===== config.mk =====
export PLATFORM = sky130hd
export DESIGN_NAME = adc_conversion_control
export DESIGN_NICKNAME = d
export VERILOG_FILES = /design/src/design/adc_ctl_pkg.sv /design/src/design/adc_conversion_control.sv /design/src/design/pin_sync.sv
export VERILOG_INCLUDE_DIRS = /design/src /design/src/design
export SDC_FILE = /design/constraint.sdc
export NUM_CORES = 1
export LEC_CHECK = 0
export BUFFER_PORTS_ARGS = -buffer_cell sky130_fd_sc_hd__buf_2
export CAP_MARGIN = 0
export CORE_ASPECT_RATIO = 0.7
export CORE_MARGIN = 2
export CORE_UTILIZATION = 40
export CTS_CLUSTER_SIZE = 30
export DETAILED_ROUTE_END_ITERATION = 6
export GPL_TIMING_DRIVEN = 1
export PLACE_DENSITY = 0.64
export SYNTH_ARGS = -nofsm -noshare
export SYNTH_HDL_FRONTEND = slang
export SYNTH_SLANG_ARGS = --single-unit

===== constraint.sdc =====
create_clock -name pclk -period 4.17 [get_ports pclk]
set_clock_uncertainty 0.1 [all_clocks]
set_input_delay 0.417 -clock pclk [delete_from_list [all_inputs] [get_ports pclk]]
set_output_delay 0.417 -clock pclk [all_outputs]
set_load 0.01 [all_outputs]

===== src/design/adc_ctl_cfg.svh =====
// Offsets, field positions, reset values and timing counts of the converter control block.
// Assumes an APB slave with 32-bit data and byte addresses on a 20 MHz pclk.
`ifndef ADC_CTL_CFG_SVH
`define ADC_CTL_CFG_SVH

// ==========================================================================
// Register map
`define ADC_ADDR_W 12
`define ADC_CFG_OFS 12'h000
`define ADC_STATUS_OFS 12'h004
`define ADC_COUNT_OFS 12'h008

// ==========================================================================
// Configuration register fields
`define ADC_CFG_BIPOLAR_BIT 0
`define ADC_CFG_TEN_BIT 1
`define ADC_CFG_PD_BIT 2
`define ADC_CFG_RESET 3'h0

// ==========================================================================
// Status register fields
`define ADC_ST_BUSY_BIT 0
`define ADC_ST_LOWPWR_BIT 1
`define ADC_ST_RANGE_LSB 2
`define ADC_ST_SWMODE_BIT 4
`define ADC_ST_REFEN_BIT 5
`define ADC_ST_BUFEN_BIT 6
`define ADC_ST_REFFAULT_BIT 7

// ==========================================================================
// Pin idle levels after reset: convert-start idles high
`define ADC_PIN_IDLE 9'h001

// ==========================================================================
// Timing
`define ADC_CLK_PERIOD_NS 50
`define ADC_CONV_TIME_NS 1000
`define ADC_CONV_CYCLES ((`ADC_CONV_TIME_NS + `ADC_CLK_PERIOD_NS - 1) / `ADC_CLK_PERIOD_NS)

`endif


===== src/design/adc_ctl_pkg.sv =====
// Types shared by the converter control block.
// Assumes the constants of adc_ctl_cfg.svh for every number.
package adc_ctl_pkg;

  // ========================================================================
  // Control pins as seen from outside, convert_start_n in bit 0
  typedef struct packed {
    logic conv_reset_in;
    logic power_down_in;
    logic bipolar_sel;
    logic range_ten_volt_sel;
    logic ref_power_down_in;
    logic refbuf_power_down_in;
    logic serial_output_sel;
    logic hw_config_sel;
    logic convert_start_n;
  } pins_t;

  // ========================================================================
  // Serial configuration register
  typedef struct packed {
    logic power_down;
    logic ten_volt;
    logic bipolar;
  } cfg_t;

  // ========================================================================
  // Conversion sequencer
  typedef enum logic [1:0] {
    ST_IDLE = 2'b00,
    ST_CONVERT = 2'b01,
    ST_POWERED = 2'b10
  } conv_state_t;

endpackage


===== src/design/adc_conversion_control.sv =====
// Control-pin logic of a SAR converter: conversion start, abort, power-down,
// range selection and reference enables, with an APB register view.
// Assumes pins are asynchronous to pclk; APB and clk_en are on pclk.
//
// Overview of operation
// - Reset pin high aborts any conversion in progress.
// - Reset pin high clears every field of the configuration register.
// - Power-down lets a running conversion finish, then blocks starts, low power.
// - Register bus keeps answering while powered down.
// - Falling convert-start edge puts sample-and-hold into hold and starts converting.
// - Range from bipolar and ten-volt: 0-5, 0-10, +-5, +-10.
// - Reference power-down low enables internal reference, high disables it.
// - Buffer power-down low enables buffer; host keeps it low with internal ref.
// - Software mode takes range and power-down from configuration register, ignores those pins.
// - Software mode is serial output select high and hardware select low.
`timescale 1ns/10ps
`default_nettype none
`include "adc_ctl_cfg.svh"

module adc_conversion_control #(
  parameter int CONV_CYCLES = `ADC_CONV_CYCLES
) (
  input wire logic pclk,
  input wire logic presetn,
  input wire logic clk_en,
  input wire logic psel,
  input wire logic penable,
  input wire logic pwrite,
  input wire logic [`ADC_ADDR_W-1:0] paddr,
  input wire logic [31:0] pwdata,
  output logic [31:0] prdata,
  output logic pready,
  output logic pslverr,
  input wire adc_ctl_pkg::pins_t pin_in,
  output logic busy,
  output logic sample_hold,
  output logic conv_done,
  output logic low_power,
  output logic [1:0] range_code,
  output logic ref_enable,
  output logic refbuf_enable,
  output logic ref_fault
);
  import adc_ctl_pkg::*;

  localparam int CW = $clog2(CONV_CYCLES + 1);
  localparam logic [CW-1:0] CONV_LAST = CW'(CONV_CYCLES - 1);

  // ========================================================================
  // Pin synchronisers
  pins_t pins_s;

  pin_sync #(
    .WIDTH($bits(pins_t)),
    .INIT(`ADC_PIN_IDLE)
  ) u_pin_sync (
    .pclk(pclk),
    .presetn(presetn),
    .clk_en(clk_en),
    .d(pin_in),
    .q(pins_s)
  );

  logic start_prev_q;
  logic start_fall;
  logic sw_mode;
  logic bip_eff;
  logic ten_eff;
  logic pd_eff;
  cfg_t cfg_q;
  cfg_t cfg_d;

  assign start_fall = start_prev_q & ~pins_s.convert_start_n;
  assign sw_mode = pins_s.serial_output_sel & ~pins_s.hw_config_sel;
  // Range and power-down pins are don't-care in software mode
  assign bip_eff = sw_mode ? cfg_q.bipolar : pins_s.bipolar_sel;
  assign ten_eff = sw_mode ? cfg_q.ten_volt : pins_s.range_ten_volt_sel;
  assign pd_eff = sw_mode ? cfg_q.power_down : pins_s.power_down_in;

  // ========================================================================
  // Conversion sequencer
  conv_state_t state_q, state_d;
  logic [CW-1:0] cnt_q, cnt_d;
  logic done_q, done_d;
  logic busy_q, hold_q, lowpwr_q;
  logic [15:0] count_q, count_d;

  always_comb begin
    state_d = state_q;
    cnt_d = cnt_q;
    done_d = 1'b0;
    if (pins_s.conv_reset_in) begin
      // Abort drops the result: no done pulse
      state_d = ST_IDLE;
      cnt_d = '0;
    end else begin
      unique case (state_q)
        ST_IDLE: begin
          // Power-down beats a start in the same cycle
          if (pd_eff) begin
            state_d = ST_POWERED;
          end else if (start_fall) begin
            state_d = ST_CONVERT;
            cnt_d = CONV_LAST;
          end
        end
        ST_CONVERT: begin
          if (cnt_q == '0) begin
            done_d = 1'b1;
            state_d = pd_eff ? ST_POWERED : ST_IDLE;
          end else begin
            cnt_d = cnt_q - CW'(1);
          end
        end
        ST_POWERED: begin
          if (!pd_eff) begin
            state_d = ST_IDLE;
          end
        end
        default: begin
          state_d = ST_IDLE;
        end
      endcase
    end
    count_d = done_d ? count_q + 16'h0001 : count_q;
  end

  always_ff @(posedge pclk or negedge presetn) begin
    if (!presetn) begin
      state_q <= ST_IDLE;
      cnt_q <= '0;
      done_q <= 1'b0;
      busy_q <= 1'b0;
      hold_q <= 1'b0;
      lowpwr_q <= 1'b0;
      start_prev_q <= 1'b1;
      count_q <= 16'h0000;
    end else if (clk_en) begin
      state_q <= state_d;
      cnt_q <= cnt_d;
      done_q <= done_d;
      busy_q <= (state_d == ST_CONVERT);
      hold_q <= (state_d == ST_CONVERT);
      lowpwr_q <= (state_d == ST_POWERED);
      start_prev_q <= pins_s.convert_start_n;
      count_q <= count_d;
    end
  end

  // ========================================================================
  // Range and reference controls
  logic [1:0] range_q;
  logic refen_q, bufen_q, fault_q;

  always_ff @(posedge pclk or negedge presetn) begin
    if (!presetn) begin
      range_q <= 2'h0;
      refen_q <= 1'b0;
      bufen_q <= 1'b0;
      fault_q <= 1'b0;
    end else if (clk_en) begin
      range_q <= {bip_eff, ten_eff};
      refen_q <= ~pins_s.ref_power_down_in;
      bufen_q <= ~pins_s.refbuf_power_down_in;
      // Internal reference without its buffer is a board fault worth flagging
      fault_q <= ~pins_s.ref_power_down_in & pins_s.refbuf_power_down_in;
    end
  end

  // ========================================================================
  // APB slave: one wait state, never gated by power-down
  logic pready_q, pready_d;
  logic pslverr_q, pslverr_d;
  logic [31:0] prdata_q, prdata_d;
  logic [31:0] status;
  logic hit;

  always_comb begin
    status = 32'h0000_0000;
    status[`ADC_ST_BUSY_BIT] = busy_q;
    status[`ADC_ST_LOWPWR_BIT] = lowpwr_q;
    status[`ADC_ST_RANGE_LSB +: 2] = range_q;
    status[`ADC_ST_SWMODE_BIT] = sw_mode;
    status[`ADC_ST_REFEN_BIT] = refen_q;
    status[`ADC_ST_BUFEN_BIT] = bufen_q;
    status[`ADC_ST_REFFAULT_BIT] = fault_q;
  end

  always_comb begin
    hit = (paddr == `ADC_CFG_OFS) || (paddr == `ADC_STATUS_OFS) || (paddr == `ADC_COUNT_OFS);
    pready_d = psel & penable & ~pready_q;
    pslverr_d = pready_d & ~hit;
    prdata_d = 32'h0000_0000;
    if (pready_d && !pwrite) begin
      if (paddr == `ADC_CFG_OFS) begin
        prdata_d[2:0] = cfg_q;
      end else if (paddr == `ADC_STATUS_OFS) begin
        prdata_d = status;
      end else if (paddr == `ADC_COUNT_OFS) begin
        prdata_d[15:0] = count_q;
      end
    end
    cfg_d = cfg_q;
    if (pins_s.conv_reset_in) begin
      // Reset pin outranks a software write in the same cycle
      cfg_d = `ADC_CFG_RESET;
    end else if (psel && penable && pready_q && pwrite && paddr == `ADC_CFG_OFS) begin
      cfg_d.bipolar = pwdata[`ADC_CFG_BIPOLAR_BIT];
      cfg_d.ten_volt = pwdata[`ADC_CFG_TEN_BIT];
      cfg_d.power_down = pwdata[`ADC_CFG_PD_BIT];
    end
  end

  always_ff @(posedge pclk or negedge presetn) begin
    if (!presetn) begin
      pready_q <= 1'b0;
      pslverr_q <= 1'b0;
      prdata_q <= 32'h0000_0000;
      cfg_q <= `ADC_CFG_RESET;
    end else if (clk_en) begin
      pready_q <= pready_d;
      pslverr_q <= pslverr_d;
      prdata_q <= prdata_d;
      cfg_q <= cfg_d;
    end
  end

  assign prdata = prdata_q;
  assign pready = pready_q;
  assign pslverr = pslverr_q;
  assign busy = busy_q;
  assign sample_hold = hold_q;
  assign conv_done = done_q;
  assign low_power = lowpwr_q;
  assign range_code = range_q;
  assign ref_enable = refen_q;
  assign refbuf_enable = bufen_q;
  assign ref_fault = fault_q;
endmodule // adc_conversion_control

`default_nettype wire


===== src/design/pin_sync.sv =====
// Two-stage synchroniser for a group of asynchronous pin inputs.
// Assumes pins may change at any time relative to pclk.
`timescale 1ns/10ps
`default_nettype none

module pin_sync #(
  parameter int WIDTH = 9,
  parameter logic [WIDTH-1:0] INIT = '0
) (
  input wire logic pclk,
  input wire logic presetn,
  input wire logic clk_en,
  input wire logic [WIDTH-1:0] d,
  output logic [WIDTH-1:0] q
);

  // ========================================================================
  // One pair of flops per pin
  genvar i;
  generate
    for (i = 0; i < WIDTH; i++) begin : g_bit
      logic meta_q;
      logic sync_q;
      always_ff @(posedge pclk or negedge presetn) begin
        if (!presetn) begin
          meta_q <= INIT[i];
          sync_q <= INIT[i];
        end else if (clk_en) begin
          meta_q <= d[i];
          sync_q <= meta_q;
        end
      end
      assign q[i] = sync_q;
    end
  endgenerate

endmodule // pin_sync

`default_nettype wire


Word level (Yosys, flattened, before mapping)
Index checks and enable logic that the tools add are counted.
Widths: inputs -> output; s select.
{"block": "totals", "latchBits": 0, "output_inout_bits": 43, "ramBits": 0, "n_memories": 0, "mem_bits_ro": 0, "regBits": 87, "input_bits": 59, "word_cells": 99}
{"block": "classes", "div": 0, "n_reduce_logical": 16, "n_bitwise": 12, "n_mux": 25, "n_mul": 0, "n_lt_le_gt_ge": 0, "n_eq_ne": 9, "n_addsub": 2, "n_shift": 0}
{"operator": "$mux 16", "n": 3}
{"operator": "$mux 5", "n": 4}
{"operator": "$add 16x1->16 const B", "n": 1}
{"operator": "$mux 13", "n": 1}
{"operator": "$eq 12x3->1 const B", "n": 1}
{"operator": "$eq 12x4->1 const B", "n": 1}
{"operator": "$logic_not 12->1", "n": 1}
{"operator": "$mux 2", "n": 6}
{"operator": "$pmux 5 s2", "n": 1}
{"operator": "$mux 3", "n": 3}
{"operator": "$ne 3x2->1 const B", "n": 3}
{"operator": "$and 1x1->1", "n": 6}
{"operator": "$mux 1", "n": 6}
{"operator": "$not 1->1", "n": 6}
{"operator": "$pmux 2 s3", "n": 1}
{"operator": "$logic_and 1x1->1", "n": 5}
{"operator": "$logic_not 5->1", "n": 1}
{"operator": "$reduce_and 5->1", "n": 1}
{"operator": "$sub 5x1->5 const B", "n": 1}
{"operator": "$eq 2x1->1 const B", "n": 2}
{"operator": "$eq 2x2->1 const B", "n": 2}
{"operator": "$reduce_and 2->1", "n": 2}
{"operator": "$reduce_bool 3->1", "n": 1}
{"operator": "$logic_not 2->1", "n": 1}
{"operator": "3 further kinds", "n": 4}

Longest topological paths before layout
Gate-level depths: netlist of run 1.
{"block": "logic_depth", "word_depth": 8, "ltp_mapped": 7, "depth_no_buf": 6}

By module
Synthesis of run 1 repeated with hierarchy kept, for this count alone.
{"block": "hier_totals", "cells_unflattened": 297, "hier_area_um2": 3522.1}
{"mod": "adc_conversion_control", "area_per_inst_um2": 2730.1, "seq_area_each_um2": 1327.5, "instances": 1, "cells_per_inst": 250}
{"mod": "pin_sync", "area_per_inst_um2": 792.0, "seq_area_each_um2": 452.9, "instances": 1, "cells_per_inst": 47}

Worst setup path before layout of run 1
No wires, ideal clock.
{"block": "synth_path", "kind": "reg-to-reg", "startpoint": "register cnt_q[0]", "endpoint": "register count_q[14]", "slack_ps": 2006, "n_path_buf": 1, "path_stages_with_launch": 8, "t_arrival_ps": 1985, "setup_ps": 79, "required_time_ps": 3991, "synth_period_minus_slack_ps": 2164, "cell_sequence": "dfrtp_1 inv_1 ha_1 or4b_4 or4_1 buf_2 nor3_2 xor2_1"}
{"block": "synth_via", "elab_chain_cells": 5}
{"item": "from (decl)", "line_no": "adc_conversion_control.sv:83", "source": "logic [CW-1:0] cnt_q, cnt_d;"}
{"item": "from (signal assigned)", "line_no": "adc_conversion_control.sv:140", "source": "cnt_q <= cnt_d;"}
{"item": "$logic_not 5->1", "line_no": "adc_conversion_control.sv:108", "source": "if (cnt_q == '0) begin"}
{"item": "$mux 1", "line_no": "adc_conversion_control.sv:108"}
{"item": "$mux 1", "line_no": "adc_conversion_control.sv:97", "source": "unique case (state_q)"}
{"item": "$mux 1", "line_no": "adc_conversion_control.sv:92", "source": "if (pins_s.conv_reset_in) begin"}
{"item": "$reduce_and 2->1 (no source line)"}
{"item": "to (signal assigned)", "line_no": "adc_conversion_control.sv:146", "source": "count_q <= count_d;"}
{"item": "to (decl)", "line_no": "adc_conversion_control.sv:86", "source": "logic [15:0] count_q, count_d;"}
No other way between the ends.
A chain may end at the register's enable or synchronous reset.

Worst setup path in the final report of run 1
{"block": "layout_path", "startpoint": "register cnt_q[0]", "endpoint": "register count_q[11]"}
Same word-level chain as after synthesis.

==> run summary, run 1 <==
Main synth FF type: dfrtp_1
Layout Cells excl Fill: 453
r2r setup slk: 1.57 ns
Max Buffers Root-to-Sink: 2
row count: 27
CTS-repair resized insts: 0
GP Congestion: 0.802
CTS tree: done
antenna-violating nets left: 0
DP Area: 3600 sq um
EDFF count, synth: 0
# Post-CTS Setup Buffers: 0
Setup CP Type: flop to flop
drt via density: 5.19
Area Growth Syn to Fin: 19.5%
Final Max Tran Viols: 0
Slew headroom: 38.4%
total global routing overflow: 0
via count: 2352
leakage power: 1.86 nW
post-synthesis register bit count: 71
Clk pin slew, worst setup/hold paths: 0.05 ns
hold_buf cts: 0
routed wire length: 6.87 mm
fmax: 0.384 GHz
Worst Setup SP: cnt_q[0]
WP buf/inv: 1
initial antenna violation count: 0
r2r endpoint: count_q[11]
crit path launch type: flop
Skew-Pair Late Insertion Delay: 0.34 ns
cell total after placement: 437
largest delay contributor family on the critical path: simple AND/OR/NAND/NOR gates
actual slew at the worst max-slew pin: 0.915 ns
final setup violation count: 0
FFs w/ async S/R, synth: 100%
DR DRC count: 0
pwr dens: 484 nW/um^2
CP max-delay cell: nor4_1
fin area: 3950 sq um
Worst EP required: 4.28 ns
Max Cap Viol: 0
Ports: 102
Syn Area/Cell: 11.3 sq um
Starting Density: 41.6%
Avg WL per Cell: 15.2 um
share of cells above drive strength 1: 28.1%
overall routing resource usage: 16.5%
setup_tns: 0 ns
RSZ-0062 raised after global routing: no
worst-path cell chain: inv_1 > ha_1 > or4b_4 > nor4_1 > nand3_1 > xnor2_1
reg2reg path depth: 6
final hold vios: 0
IO Port Bufs: 56
CP Capture Type: flop
crit-path max FO: 6
largest area contributor in the netlist: dfrtp_1
HP Class: primary input to async pin
area share of the largest cell type after synthesis: 51.6%
mapped cell area: 3300 sq um
TritonCTS Sinks: 71
vias in the first global route: 2256
Distinct cells, synth: 51
Final period util: 62.4%
H-tree Lvls: 3
Core Area: 7940 sq um
DP HPWL: 4.91 mm
diode count: 0
global-route wire length before repair: 11.3 mm
slowest stage delay, CP: 0.82 ns
Hold Slack: 0.0739 ns
First-pass DRT Iterations: 4
Root Driver: clkbuf_16
Tmin final: 2.60 ns
Syn. warnings: 0
sequential share of the synthesized area: 53.9%
maximum VDD drop: 0.000273 V
Syn Inst Count: 292
Layout Nets: 408
Worst Setup EP: count_q[11]
cell depth of the worst setup path: 6
Die H: 80 um
RR Startpoint: cnt_q[0]
Synth area leaders: dfrtp_1 (52%), mux2_2 (7.2%), buf_4 (4.1%), dfstp_2 (2.4%), o2bb2ai_1 (2.4%)
DR iter-0 viols: 109
die area: 9010 sq um
largest net degree at the start of global routing: 45
Arrival @ worst endpoint: 2.71 ns
outcome: completed
chip width: 113 um
total CTS buffers: 9
cell type report:
type,count,area (sq um)
Fill cell,731,3990
Sequential cell,71,1780
Multi-Input combinational cell,190,1340
Timing Repair Buffer,59,303
Clock buffer,13,250
Tap cell,101,126
Clock inverter,3,90.1
Inverter,16,60.1
synthesized netlist by cell type, types with 2 or more instances:
| library cell | count |
|---|---|
| ha_1 | 2 |
| inv_1 | 16 |
| mux2_2 | 21 |
| mux2i_1 | 5 |
| nor3_1 | 4 |
| xor2_1 | 6 |
| a21oi_1 | 10 |
| dfrtp_1 | 68 |
| clkbuf_1 | 11 |
| a22oi_1 | 4 |
| a221o_1 | 3 |
| nand3_1 | 7 |
| o211ai_1 | 2 |
| dfstp_2 | 3 |
| nor2b_1 | 7 |
| nand4_1 | 7 |
| buf_4 | 18 |
| a22o_1 | 8 |
| nand2b_1 | 3 |
| nand2_1 | 9 |
| or3_1 | 3 |
| nor2_1 | 16 |
| o221ai_1 | 2 |
| nor4_1 | 4 |
| xnor2_1 | 9 |
| o21ai_0 | 10 |
| or4_1 | 2 |
| o2bb2ai_1 | 9 |
kinds of logic (layout without fill, tap and decap cells):
kind of cell | after synthesis | in the layout | synth area share (%)
AOI/OAI and AO/OA | 56 | 56 | 12.3
xor gates and xnor gates | 15 | 15 | 3.98
adders and majority gates | 2 | 2 | 0.758
buffers and inverters | 46 | 91 | 7.32
DFF | 71 | 71 | 53.9
muxes | 26 | 26 | 8.68
other | 1 | 16 | 0.114
and+or+nand+nor | 75 | 75 | 12.9
where the power goes:
part / internal (mW) / total (mW) / switching (mW)
logic: 0.105 / 0.228 / 0.122
registers: 0.750 / 0.802 / 0.0515
clock network: 0.601 / 0.880 / 0.279
flip-flops by register name, summed over array words and instances, names as in the netlist:
register                 cells
pslverr                      1
pready                       1
cnt_q                        5
low_power                    1
range_code                   2
cfg_q                        3
refbuf_enable                1
ref_enable                   1
state_q                      2
count_q                     16
ref_fault                    1
u_pin_sync.g_bit.sync_q      9
sample_hold                  1
start_prev_q                 1
prdata                      16
conv_done                    1
u_pin_sync.g_bit.meta_q      9
per-stage QoR:
| stage | util, % | power, mW | worst slack (ns) |
|---|---|---|---|
| 6_report | 49.7 | 1.91 | 1.57 |
| 3_5_place_dp | 45.4 | 1.04 | 1.58 |
| 2_1_floorplan | - | 0.971 | 2.01 |
| 5_1_grt | 49.7 | 1.99 | 1.35 |
| 3_3_place_gp | 45.4 | 1.04 | 1.65 |
| 4_1_cts | 49.7 | 1.93 | 1.57 |
worst min-delay path by stage:
stage                                          start       endpoint  slack, ns  cells after the start
final                                        presetn      prdata[6]       0.07                      1
after global routing                         presetn      prdata[6]       0.14                      1
after CTS                                    presetn      prdata[3]       0.09                      1
after detailed placement  u_pin_sync.g_bit[3].sync_q  refbuf_enable       0.37                      1
after global placement    u_pin_sync.g_bit[3].sync_q  refbuf_enable       0.35                      1
after floorplan                              presetn       cfg_q[0]       0.02                      0
per-layer routing:
layer | GRT usage (%) | share of wire (%)
met1 | 24.1 | 51
met2 | 22.2 | 41
met3 | 7.21 | 8.1
met4 | 4.27 | 0.45
met5 | 0 | 0
layout by cell type, fill, tap and decap left out, drive strengths merged, types with 2 or more instances in the layout:
cell and count:
a221o 3, dfrtp 68, bufinv 3, nand3 7
or3 3, xnor2 9, xor2 6, a21oi 10
nand2 9, dfstp 3, inv 16, buf 59
nand2b 3, nor2 16, conb 16, o2bb2ai 9
a22oi 4, mux2i 5, nand4 7, clkbuf 13
nor4 4, o21ai 10, nor2b 7, or4b 2
a22o 8, o211ai 2, nor3 5, and2 2
ha 2, o221ai 2, or4 2, mux2 21
Power figures use the tool's default switching activity.
==> run 2, diff against run 1 <==
==> constraint.sdc (replaced) <==
create_clock -name pclk -period 2.4 [get_ports pclk]
set_clock_uncertainty 0.1 [all_clocks]
set_input_delay 0.24 -clock pclk [delete_from_list [all_inputs] [get_ports pclk]]
set_output_delay 0.24 -clock pclk [all_outputs]
set_load 0.01 [all_outputs]
==> run 2 against run 1 <==
Against the previous run: sequential power increased by 73%; combinational power increased by 84%; sequential share of layout area decreased by 0.26 points; highest routed layer unchanged; first-iteration DRC count is 3.7% lower; critical path depth did not move; sequential cell count unchanged.
==> run summary, run 2 (synthesis results as in run 1) <==
DR DRC count: 0 (unchanged)
share of cells above drive strength 1: 30.0% (was 28.1%)
post-place setup slack: 0.0319 ns (was 1.58 ns)
IO Port Bufs: 56 (unchanged)
leakage power: 1.88 nW (was 1.86 nW)
Ports: 102 (unchanged)
outcome: completed (unchanged)
final setup violation count: 0 (unchanged)
Max Buffers Root-to-Sink: 2 (unchanged)
Max Cap Viol: 0 (unchanged)
routed wire length: 6.84 mm (was 6.87 mm)
HP Class: primary input to flop (was primary input to async pin)
vias in the first global route: 2316 (was 2256)
GP Congestion: 0.794 (was 0.802)
row count: 27 (unchanged)
maximum VDD drop: 0.000372 V (was 0.000273 V)
CTS tree: done (unchanged)
Setup CP Type: flop to flop (unchanged)
Root Driver: clkbuf_16 (unchanged)
Die H: 80 um (unchanged)
DR iter-0 viols: 105 (was 109)
Slew headroom: 52.3% (was 38.4%)
setup_tns: 0 ns (unchanged)
total global routing overflow: 0 (unchanged)
largest net degree at the start of global routing: 43 (was 45)
RSZ-0062 raised after global routing: no (unchanged)
Tmin final: 2.30 ns (was 2.60 ns)
Avg WL per Cell: 14.9 um (was 15.2 um)
pwr dens: 800 nW/um^2 (was 484 nW/um^2)
via count: 2380 (was 2352)
H-tree Lvls: 3 (unchanged)
First-pass DRT Iterations: 4 (unchanged)
Arrival @ worst endpoint: 2.44 ns (was 2.71 ns)
crit path launch type: flop (unchanged)
Final Max Tran Viols: 0 (unchanged)
chip width: 113 um (unchanged)
final hold vios: 0 (unchanged)
commonest non-fill, non-tap cell in the layout: dfrtp_1 (unchanged)
drt via density: 5.20 (was 5.19)
overall routing resource usage: 16.8% (was 16.5%)
global-route wire length before repair: 11.6 mm (was 11.3 mm)
initial antenna violation count: 0 (unchanged)
fmax: 0.435 GHz (was 0.384 GHz)
antenna-violating nets left: 0 (unchanged)
DP HPWL: 5.08 mm (was 4.91 mm)
Worst EP required: 2.54 ns (was 4.28 ns)
Filler cells: 707 (was 731)
Starting Density: 41.6% (unchanged)
Clk pin slew, worst setup/hold paths: 0.06 ns (was 0.05 ns)
Layout Nets: 414 (was 408)
final setup margin: 0.104 ns (was 1.57 ns)
total CTS buffers: 9 (unchanged)
Area Growth Syn to Fin: 20.2% (was 19.5%)
most frequent cells in the layout: dfrtp_1 (68), buf_2 (56), mux2_2 (21) (unchanged)
CP Capture Type: flop (unchanged)
diode count: 0 (unchanged)
crit-path max FO: 6 (unchanged)
die area: 9010 sq um (unchanged)
Core Area: 7940 sq um (unchanged)
TritonCTS Sinks: 71 (unchanged)
Final period util: 95.7% (was 62.4%)
Skew-Pair Late Insertion Delay: 0.33 ns (was 0.34 ns)
# Post-CTS Setup Buffers: 0 (unchanged)
actual slew at the worst max-slew pin: 0.715 ns (was 0.915 ns)
## run 2: final timing paths
| kind | cells past startpoint | slack, ns | from | endpoint |
|---|---|---|---|---|
| worst max-delay path | 6 | 0.10 | cnt_q[0] | count_q[10] |
| worst min-delay path | 2 | 0.04 | pin_in[4] | u_pin_sync.g_bit[4].meta_q |
| worst max register to register | 6 | 0.10 | cnt_q[0] | count_q[10] |
| worst min register to register | 1 | 0.37 | u_pin_sync.g_bit[3].sync_q | refbuf_enable |
| max in group asynchronous | 3 | 1.13 | presetn | count_q[8] |
| min in group asynchronous | 2 | 0.32 | presetn | prdata[6] |
## run 2: where the power goes
group | internal, mW | total, mW | switching (mW)
clock | 0.900 | 1.37 | 0.470
combinational | 0.192 | 0.419 | 0.226
sequential | 1.30 | 1.39 | 0.0830
## run 2: what timing repair did
action	CTS	global route
endpoints found under the setup margin	0	4
hold buffers	1	0
endpoints found under the hold margin	20	0
gates resized for setup	0	1
## run 2: per-layer routing
layer	global-route usage (%)	vias to the layer above	routed length, um
met4	5.85	0	99
met3	5.69	8	450
met2	23.3	79	2840
met5	0	-	0
li1	-	1135	-
met1	24.2	1158	3450
## run 2: layout make-up
type	count	area, sq um	area share (%)
Sequential cell	71	1780	44.9
Multi-Input combinational cell	190	1340	33.7
Timing Repair Buffer	65	350	8.83
Clock buffer	9	225	5.68
Tap cell	101	126	3.19
Clock inverter	6	86.3	2.18
Inverter	16	60.1	1.51
## run 2: per-stage QoR
stage | cell area [sq um] | instances | hold slack [ns] | total power [mW] | utilization [%]
after global placement | 3640 | 442 | 0.172 | 1.81 | 45.9
after floorplan | 3360 | 307 | -0.156 | 1.69 | -
after detailed placement | 3640 | 442 | 0.160 | 1.82 | 45.9
after global routing | 3970 | 458 | 0.0356 | 3.35 | 50.0
after CTS | 3960 | 458 | 0.0269 | 3.22 | 49.9
final | 3970 | 458 | 0.0415 | 3.18 | 50.0
## run 2: worst max-delay path: stages, from the launching register on
cell	delay (ns)
dfrtp_1	0.40
inv_1	0.07
ha_1	0.20
or4b_4	0.54
or4_4	0.59
nor2_1	0.13
xor2_1	0.18
